[src/mds_pkg.sv]
package mds_pkg;
  localparam int STEPS = 16;
  localparam int DW = 16;
  localparam int DATA_WORDS = 32;
  localparam int TB_PERIOD_MS = 10;
  localparam int CLK_MHZ = 100;
  localparam int TICK_CYCLES = TB_PERIOD_MS * 1000 * CLK_MHZ;
  localparam logic [11:0] OFS_COUNTS = 12'h000;
  localparam logic [11:0] OFS_TIMER = 12'h004;
  localparam logic [11:0] OFS_PRESET = 12'h008;
  localparam logic [11:0] OFS_STEP = 12'h00C;
  localparam logic [11:0] OFS_CTRL = 12'h010;
  localparam logic [11:0] OFS_STATUS = 12'h014;
  localparam logic [11:0] OFS_TIMEBASE = 12'h018;
  localparam logic [11:0] OFS_LAST = 12'h01C;
  localparam logic [11:0] OFS_MASK_BASE = 12'h020;
  localparam logic [11:0] OFS_DEST = 12'h024;
  localparam logic [11:0] OFS_EVT_ASSIGN = 12'h028;
  localparam logic [11:0] OFS_CPS = 12'h040;
  localparam logic [11:0] OFS_PATTERN = 12'h080;
  localparam logic [11:0] OFS_DATA = 12'h100;
  localparam int CTRL_RUN_BIT = 0;
  localparam int CTRL_WORD_BIT = 1;
  localparam logic [4:0] PRESET_RST = 5'h01;
  localparam logic [4:0] LAST_RST = 5'h10;
  localparam logic [15:0] TIMEBASE_RST = 16'h0001;
  typedef enum logic [2:0] {
    ST_PROG = 3'b001,
    ST_RUN = 3'b010,
    ST_DONE = 3'b100
  } mds_state_t;
  typedef struct packed {
    logic [15:0] counts;
    logic [15:0] timer;
    logic [4:0] step;
  } mds_seq_t;
endpackage

[src/mds_tick.sv]
`timescale 1ns/100ps
module mds_tick #(
  parameter int TICK_CYCLES = mds_pkg::TICK_CYCLES
) (
  input wire logic clk,
  input wire logic rst_n,
  output logic tick
);
  localparam int CW = $clog2(TICK_CYCLES + 1);
  localparam logic [CW-1:0] LAST = CW'(TICK_CYCLES - 1);
  logic [CW-1:0] cnt_r;
  logic [CW-1:0] cnt_nxt;
  logic tick_r;
  logic tick_nxt;

  always_comb begin
    tick_nxt = (cnt_r == LAST);
    cnt_nxt = tick_nxt ? '0 : cnt_r + CW'(1);
  end

  always_ff @(posedge clk or negedge rst_n) begin
    if (!rst_n) begin
      cnt_r <= '0;
      tick_r <= 1'b0;
    end else begin
      cnt_r <= cnt_nxt;
      tick_r <= tick_nxt;
    end
  end

  assign tick = tick_r;
endmodule // mds_tick

[src/mds_jog_edge.sv]
`timescale 1ns/100ps
module mds_jog_edge (
  input wire logic clk,
  input wire logic rst_n,
  input wire logic scan,
  input wire logic jog,
  output logic rise
);
  logic prev_r;
  logic prev_nxt;

  // Jog edge per scan: the level is compared with the one seen at the previous scan.
  // scan edge
  always_comb begin
    prev_nxt = scan ? jog : prev_r;
  end

  always_ff @(posedge clk or negedge rst_n) begin
    if (!rst_n) begin
      prev_r <= 1'b0;
    end else begin
      prev_r <= prev_nxt;
    end
  end

  assign rise = scan & jog & ~prev_r;
endmodule // mds_jog_edge

[src/mds_sequencer.sv]
// Contract
// - Sixteen steps, each with a sixteen-bit output pattern.
// - Output is current pattern ANDed with that step's mask word.
// - Mask words are read from consecutive locations from a base.
// - Word variant writes the masked result to a destination location.
// - Each jog rising edge advances one step regardless of timer or event.
// - Step timer runs only while start is asserted.
// - Timer counts only while step event is true; unassigned event means time only.
// - Counts in step equal to counts per step moves to next step.
// - Stepping stops after last used step or while reset is asserted.
// - Preset step loads on program-to-run and while reset is asserted.
// - Four status counters: counts, timer, preset and current step.
// - Preset counter is writable any time; others are read only.
// - Completion flag sets on last step finish, clears on reset.
// - Mask changes apply at once to the outputs.
// - Zero counts with true events advance one step per scan.
//
// Design decisions made here: the register offsets and the APB interface to the registers.
`timescale 1ns/100ps
module mds_sequencer #(
  parameter int TICK_CYCLES = mds_pkg::TICK_CYCLES
) (
  input wire logic CLOCK,
  input wire logic RESETN,
  input wire logic PSEL,
  input wire logic PENABLE,
  input wire logic PWRITE,
  input wire logic [11:0] PADDR,
  input wire logic [31:0] PWDATA,
  output logic [31:0] PRDATA,
  output logic PREADY,
  output logic PSLVERR,
  input wire logic SCAN,
  input wire logic START,
  input wire logic JOG,
  input wire logic SEQ_RESET,
  input wire logic [15:0] EVENT,
  output logic [15:0] OUT_DISCRETE,
  output logic DONE
);
  logic [15:0] cps_r [mds_pkg::STEPS];
  logic [15:0] pattern_r [mds_pkg::STEPS];
  logic [15:0] data_r [mds_pkg::DATA_WORDS];
  logic [4:0] preset_r;
  logic [4:0] last_r;
  logic [4:0] mask_base_r;
  logic [4:0] dest_r;
  logic [15:0] timebase_r;
  logic [15:0] evt_assign_r;
  logic run_r;
  logic word_r;
  logic run_prev_r;
  logic tb_pend_r;
  logic tb_pend_nxt;
  logic tick;
  logic jog_rise;
  mds_pkg::mds_state_t state_r;
  mds_pkg::mds_state_t state_nxt;
  mds_pkg::mds_seq_t seq_r;
  mds_pkg::mds_seq_t seq_nxt;
  logic [3:0] idx;
  logic [4:0] mask_idx;
  logic [15:0] masked;
  logic evt_ok;
  logic live;
  logic cnt_ok;
  logic adv;
  logic wr_en;
  logic [31:0] rdata_nxt;
  logic err_nxt;
  logic [31:0] prdata_r;
  logic pready_r;
  logic pslverr_r;
  logic [15:0] disc_r;
  logic done_r;

  function automatic logic [4:0] safe_step(input logic [4:0] s);
    return (s == 5'h00 || s > 5'h10) ? mds_pkg::PRESET_RST : s;
  endfunction

  mds_tick #(.TICK_CYCLES(TICK_CYCLES)) u_tick (
    .clk(CLOCK),
    .rst_n(RESETN),
    .tick(tick)
  );

  mds_jog_edge u_jog (
    .clk(CLOCK),
    .rst_n(RESETN),
    .scan(SCAN),
    .jog(JOG),
    .rise(jog_rise)
  );

  assign idx = 4'(seq_r.step - 5'h01);
  assign mask_idx = mask_base_r + {1'b0, idx};
  assign masked = pattern_r[idx] & data_r[mask_idx];
  assign evt_ok = ~evt_assign_r[idx] | EVENT[idx];
  assign live = run_r & SCAN & ~SEQ_RESET & (state_r == mds_pkg::ST_RUN);
  assign cnt_ok = live & ~jog_rise & START & evt_ok;
  assign wr_en = PSEL & PENABLE & PREADY & PWRITE;

  // Ticks between scans are held until the next scan consumes them; a tick on
  // the consuming cycle wins so it is kept; two ticks between scans count as one.
  always_comb begin
    tb_pend_nxt = tick | (tb_pend_r & ~SCAN);
  end

  always_comb begin
    state_nxt = state_r;
    seq_nxt = seq_r;
    adv = 1'b0;
    if (!run_r) begin
      state_nxt = mds_pkg::ST_PROG;
    end else if (SCAN) begin
      if (SEQ_RESET || state_r == mds_pkg::ST_PROG || !run_prev_r) begin
        seq_nxt.step = safe_step(preset_r);
        seq_nxt.counts = '0;
        seq_nxt.timer = '0;
        state_nxt = mds_pkg::ST_RUN;
      end else if (state_r == mds_pkg::ST_RUN) begin
        if (jog_rise) begin
          adv = 1'b1;
        end else if (cnt_ok) begin
          if (seq_r.counts == cps_r[idx]) begin
            adv = 1'b1;
          end else if (tb_pend_r) begin
            if (seq_r.timer + 16'h0001 >= timebase_r) begin
              seq_nxt.timer = '0;
              seq_nxt.counts = seq_r.counts + 16'h0001;
            end else begin
              seq_nxt.timer = seq_r.timer + 16'h0001;
            end
          end
        end
        if (adv) begin
          if (seq_r.step >= last_r) begin
            state_nxt = mds_pkg::ST_DONE;
          end else begin
            seq_nxt.step = seq_r.step + 5'h01;
            seq_nxt.counts = '0;
            seq_nxt.timer = '0;
          end
        end
      end
    end
  end

  always_ff @(posedge CLOCK or negedge RESETN) begin
    if (!RESETN) begin
      state_r <= mds_pkg::ST_PROG;
      seq_r <= '{counts: 16'h0000, timer: 16'h0000, step: mds_pkg::PRESET_RST};
      tb_pend_r <= 1'b0;
      run_prev_r <= 1'b0;
    end else begin
      state_r <= state_nxt;
      seq_r <= seq_nxt;
      tb_pend_r <= tb_pend_nxt;
      run_prev_r <= run_r;
    end
  end

  always_comb begin
    rdata_nxt = '0;
    err_nxt = 1'b0;
    if (PADDR >= mds_pkg::OFS_CPS && PADDR < mds_pkg::OFS_PATTERN) begin
      rdata_nxt = {16'h0000, cps_r[PADDR[5:2]]};
    end else if (PADDR >= mds_pkg::OFS_PATTERN && PADDR < mds_pkg::OFS_PATTERN + 12'h040) begin
      rdata_nxt = {16'h0000, pattern_r[PADDR[5:2]]};
    end else if (PADDR >= mds_pkg::OFS_DATA && PADDR < mds_pkg::OFS_DATA + 12'h080) begin
      rdata_nxt = {16'h0000, data_r[PADDR[6:2]]};
    end else begin
      unique case (PADDR)
        mds_pkg::OFS_COUNTS: rdata_nxt = {16'h0000, seq_r.counts};
        mds_pkg::OFS_TIMER: rdata_nxt = {16'h0000, seq_r.timer};
        mds_pkg::OFS_PRESET: rdata_nxt = {27'h0000000, preset_r};
        mds_pkg::OFS_STEP: rdata_nxt = {27'h0000000, seq_r.step};
        mds_pkg::OFS_CTRL: rdata_nxt = {30'h00000000, word_r, run_r};
        mds_pkg::OFS_STATUS: rdata_nxt = {31'h00000000, done_r};
        mds_pkg::OFS_TIMEBASE: rdata_nxt = {16'h0000, timebase_r};
        mds_pkg::OFS_LAST: rdata_nxt = {27'h0000000, last_r};
        mds_pkg::OFS_MASK_BASE: rdata_nxt = {27'h0000000, mask_base_r};
        mds_pkg::OFS_DEST: rdata_nxt = {27'h0000000, dest_r};
        mds_pkg::OFS_EVT_ASSIGN: rdata_nxt = {16'h0000, evt_assign_r};
        default: err_nxt = 1'b1;
      endcase
    end
  end

  // Zero-wait slave: the answer is prepared in the setup cycle.
  always_ff @(posedge CLOCK or negedge RESETN) begin
    if (!RESETN) begin
      prdata_r <= '0;
      pready_r <= 1'b0;
      pslverr_r <= 1'b0;
    end else begin
      pready_r <= PSEL & ~PENABLE;
      prdata_r <= (PSEL & ~PENABLE & ~PWRITE) ? rdata_nxt : '0;
      pslverr_r <= PSEL & ~PENABLE & err_nxt;
    end
  end

  always_ff @(posedge CLOCK or negedge RESETN) begin
    if (!RESETN) begin
      preset_r <= mds_pkg::PRESET_RST;
      last_r <= mds_pkg::LAST_RST;
      mask_base_r <= '0;
      dest_r <= '0;
      timebase_r <= mds_pkg::TIMEBASE_RST;
      evt_assign_r <= '0;
      run_r <= 1'b0;
      word_r <= 1'b0;
    end else if (wr_en) begin
      unique case (PADDR)
        mds_pkg::OFS_PRESET: preset_r <= PWDATA[4:0];
        mds_pkg::OFS_CTRL: begin
          run_r <= PWDATA[mds_pkg::CTRL_RUN_BIT];
          word_r <= PWDATA[mds_pkg::CTRL_WORD_BIT];
        end
        mds_pkg::OFS_TIMEBASE: timebase_r <= PWDATA[15:0];
        mds_pkg::OFS_LAST: last_r <= PWDATA[4:0];
        mds_pkg::OFS_MASK_BASE: mask_base_r <= PWDATA[4:0];
        mds_pkg::OFS_DEST: dest_r <= PWDATA[4:0];
        mds_pkg::OFS_EVT_ASSIGN: evt_assign_r <= PWDATA[15:0];
        default: ;
      endcase
    end
  end

  for (genvar g = 0; g < mds_pkg::STEPS; g++) begin : g_step
    always_ff @(posedge CLOCK or negedge RESETN) begin
      if (!RESETN) begin
        cps_r[g] <= '0;
        pattern_r[g] <= '0;
      end else if (wr_en && PADDR == mds_pkg::OFS_CPS + 12'(4 * g)) begin
        cps_r[g] <= PWDATA[15:0];
      end else if (wr_en && PADDR == mds_pkg::OFS_PATTERN + 12'(4 * g)) begin
        pattern_r[g] <= PWDATA[15:0];
      end
    end
  end

  // Software writes win over the word output in the same cycle; the word is
  // rewritten on the next edge anyway.
  for (genvar g = 0; g < mds_pkg::DATA_WORDS; g++) begin : g_data
    always_ff @(posedge CLOCK or negedge RESETN) begin
      if (!RESETN) begin
        data_r[g] <= '0;
      end else if (wr_en && PADDR == mds_pkg::OFS_DATA + 12'(4 * g)) begin
        data_r[g] <= PWDATA[15:0];
      end else if (run_r && word_r && dest_r == 5'(g)) begin
        data_r[g] <= masked;
      end
    end
  end

  always_ff @(posedge CLOCK or negedge RESETN) begin
    if (!RESETN) begin
      disc_r <= '0;
      done_r <= 1'b0;
    end else begin
      disc_r <= (run_r && !word_r) ? masked : '0;
      done_r <= (state_nxt == mds_pkg::ST_DONE);
    end
  end

  assign PRDATA = prdata_r;
  assign PREADY = pready_r;
  assign PSLVERR = pslverr_r;
  assign OUT_DISCRETE = disc_r;
  assign DONE = done_r;
endmodule // mds_sequencer

[config.mk]
export PLATFORM = sky130hd
export DESIGN_NAME = mds_sequencer
export DESIGN_NICKNAME = d
export VERILOG_FILES = /design/src/mds_pkg.sv /design/src/mds_tick.sv /design/src/mds_jog_edge.sv /design/src/mds_sequencer.sv
export SDC_FILE = /design/constraint.sdc
export NUM_CORES = 2
export LEC_CHECK = 0
export BUFFER_PORTS_ARGS = -buffer_cell sky130_fd_sc_hd__buf_2
export CAP_MARGIN = 0
export CORE_MARGIN = 4
export CORE_UTILIZATION = 40
export DETAILED_ROUTE_END_ITERATION = 7
export SYNTH_ARGS = -nofsm -noshare
export SYNTH_HDL_FRONTEND = slang
export SYNTH_SLANG_ARGS = --single-unit
[constraint.sdc]
create_clock -name CLOCK -period 7.8 [get_ports CLOCK]
set_clock_uncertainty 0.1 [all_clocks]
set_input_delay 1.17 -clock CLOCK [delete_from_list [all_inputs] [get_ports CLOCK]]
set_output_delay 1.17 -clock CLOCK [all_outputs]
set_load 0.005 [all_outputs]
==> metrics.txt <==
CP max FO 36; GRT Overall Usage approximately a quarter; final-stage net count 5387; vias in the first global route 47710; register area share after synthesis 43.81%; count of pins over their slew limit 0; type of the worst setup path reg -> reg; Layout Cells excl Fill between 7000 and 8000; CTS tree built; CTS root buf clkbuf_16; area leader, netlist dfrtp_1; initial antenna violation count 8; synth cell count leaders 1172 x dfrtp_1, 680 x nand2_1, 612 x mux4_2; startpoint types register; first-pass GRT wire length 331.5 mm; max incr delay on CP 0.94 ns; # hold bufs at CTS 0; library cells used by synthesis 83; Rows 150; CP max stage cell a21boi_4; power density over the cells approximately 180 mW/mm^2; Max Cap Viol 0; Post-Synthesis Cells 5416; DR vias/cell 6.279; Core ar. approximately 0.17 mm^2; Peak Freq roughly 160 MHz; Synth Cell Area just under 0.07 mm^2; leakage power 28.70 nW; pre-CTS WS about 1.7 ns; Worst setup EP type register; Ports 120; Post-synth top flop dfrtp_1; flops & latches, synth about 1200; clock sink total ~1200; Die Footprint 0.1747 mm^2; relative slew slack a little over a fifth; initial core utilization 40.21%; CP Cell Sequence clkinv_2 > ha_4 > clkinv_1 > ha_1 > a21o_1 > a21oi_1 > xnor2_2 > buf_4 > mux4_2 > nand2_1 > a21boi_4 > mux2i_1 > o21ai_0; Setup Fix Bufs, Post-CTS 0; Filler cells 14900; Reg2Reg Depth 13; post-CTS sizing 0; synthesized area per cell 12.41 um^2; terminus of the critical flop-to-flop path data_r[309]; DR vias roughly 48000; Setup Viol. Count Final 0; height of the die 418 um; Critical Path AT 6.88 ns; final setup margin 1.501 ns; area grow syn2layout 11.06%; utilization after layout 44.66%; setup slack, reg-to-reg approximately 1.5 ns; Skew-Pair Late Insertion Delay between 0.7 and 0.8 ns; GP Congestion 0.8922; reg-to-reg startpoint seq_r[0]; post-route ant nets 0; pin count of the biggest net entering global routing 153; IO Port Bufs 87; most numerous cell in the Yosys netlist dfrtp_1; post-synth top area share 43.62%; TritonCTS buffer count around 140; drt total wl between 200 and 250 mm; Detailed Route Iter0 Violations 5696; drt wl/cell 29.51 um; Clk pin slew, worst setup/hold paths 0.06 ns; DP HPWL 133.5 mm; WHS Endpoint tb_pend_r; Worst Hold Class reg -> reg; EDFF count, synth 0; Final Critical Period between 6 and 7 ns; Die Wd 418 um; Max clock buf depth 3; RSZ-0062 raised after global routing false; Detailed Routing Iterations Pass 1 6; Cells after DPL 7353; worst path required time 8.38 ns; FFs w/ async S/R, synth 100.0%; maximum vdd ir drop 0.1897 mV; H-tree Lvls 4; total overflow reported by the global router 0; top area cells in the synthesized netlist dfrtp_1 44%, mux4_2 20%, mux2_2 9.2%, mux2i_1 8.1%, o21ai_0 4.1%; hold_sp u_tick.tick; status finished, final reports clean; yosys warns 0; final hold violation count 0; Setup TNS 0 ns; DR DRC count 0; share of cells above drive strength 1 between 30% and 40%; worst-margin pin slew 1.185 ns; period utilization ~80%; Hold Path Depth 1
-- placed cells by master, fill, tap and decap left out, types with 14 or more instances in the layout --
cell type | Yosys | final
nand3_1 | 47 | 47
a22o_1 | 15 | 15
mux4_2 | 612 | 612
o21ai_0 | 557 | 557
nor2b_1 | 29 | 29
a21oi_1 | 60 | 60
inv_1 | 38 | 38
buf_12 | 0 | 14
buf_4 | 26 | 158
nor2_1 | 183 | 96
dfrtp_1 | 1172 | 1172
and3_1 | 25 | 25
ha_1 | 31 | 29
buf_2 | 64 | 82
clkbuf_16 | 0 | 142
mux2i_1 | 543 | 543
a21o_1 | 16 | 16
a22oi_1 | 41 | 41
clkbuf_8 | 0 | 31
nand2_1 | 680 | 678
nor2_2 | 1 | 80
conb_1 | 1 | 16
clkbuf_1 | 364 | 34
clkinv_2 | 0 | 25
nand2b_1 | 20 | 20
nor3_1 | 18 | 15
mux2_2 | 552 | 552
xor2_1 | 24 | 23
a221oi_1 | 15 | 15
xnor2_1 | 25 | 22
-- routing by layer --
metal / up-vias / track usage [%] / wire length (um)
met1: 25010 / 35.42 / 92060
met5: - / 0 / 0
met3: 476 / 5.880 / 20840
li1: 19860 / - / -
met2: 2407 / 38.92 / 101600
met4: 0 / 10.43 / 9933
-- through the flow --
stage / power [mW] / hold slack (ns) / instance area [um^2]
4_1_cts: 13.19 / 0.3517 / 74660
6_report: 13.10 / 0.3457 / 74680
5_1_grt: 13.47 / 0.3719 / 74680
2_1_floorplan: 6.479 / 0.2724 / 67300
3_5_place_dp: 6.763 / 0.3289 / 70220
3_3_place_gp: 6.762 / 0.3339 / 70220
-- power breakdown --
group | switching, mW | internal, mW | total [mW]
sequential | 0.00342 | 6.11 | 6.11
combinational | 0.411 | 0.124 | 0.535
clock | 2.71 | 3.74 | 6.45
total | 3.13 | 9.97 | 13.1
-- area by class of cell --
cell class                      instances  area, um^2  area share, %
Clock inverter                         39       335.3         0.4490
Tap cell                             2204        2758          3.693
Timing Repair Buffer                  258        1933          2.589
Clock buffer                          207        4108          5.501
Inverter                               42       161.4         0.2161
Antenna cell                            6       15.01        0.02011
Multi-Input combinational cell       3672       35900          48.08
Sequential cell                      1177       29460          39.45
-- cell families (layout without fill, tap and decap cells) --
kind of cell    count (synthesis)  count (layout)  synth area share, %
mux                          1708            1708                37.85
compound gates                789             789                6.651
buf+inv                       582             546                3.569
flops                        1177            1177                43.81
fa+ha+maj                      32              32               0.6066
other cells                     1              22             0.005577
simple gates                 1076            1076                6.805
xor+xnor                       51              51               0.7034
-- critical path: cells and delay by family, from the launching register on --
kind            cells  cell delay (ns)
buf+inv             3             1.41
fa+ha+maj           2             1.26
simple gates        1             0.18
flops               1             0.78
compound gates      4             1.60
mux                 2             0.59
xor+xnor            1             0.21
-- registers in the layout, summed over array words and instances (netlist names), 16 cells and up --
name          count
timebase_r       16
PRDATA           16
OUT_DISCRETE     16
pattern_r       256
u_tick.cnt_r     20
data_r          512
cps_r           256
seq_r            37
evt_assign_r     16
-- how the worst max path moves through the flow --
| stage | end | depth (start not counted) | slack (ns) | start |
|---|---|---|---|---|
| after floorplan | data_r[256] | 19 | 2.63 | seq_r[0] |
| final | data_r[309] | 13 | 1.50 | seq_r[0] |
| after global placement | seq_r[1] | 12 | 1.79 | seq_r[0] |
| after global routing | seq_r[1] | 14 | 1.39 | seq_r[0] |
| after detailed placement | data_r[85] | 13 | 1.74 | seq_r[0] |
| after CTS | data_r[309] | 13 | 1.65 | seq_r[0] |
(Power assumes the default switching activity.)
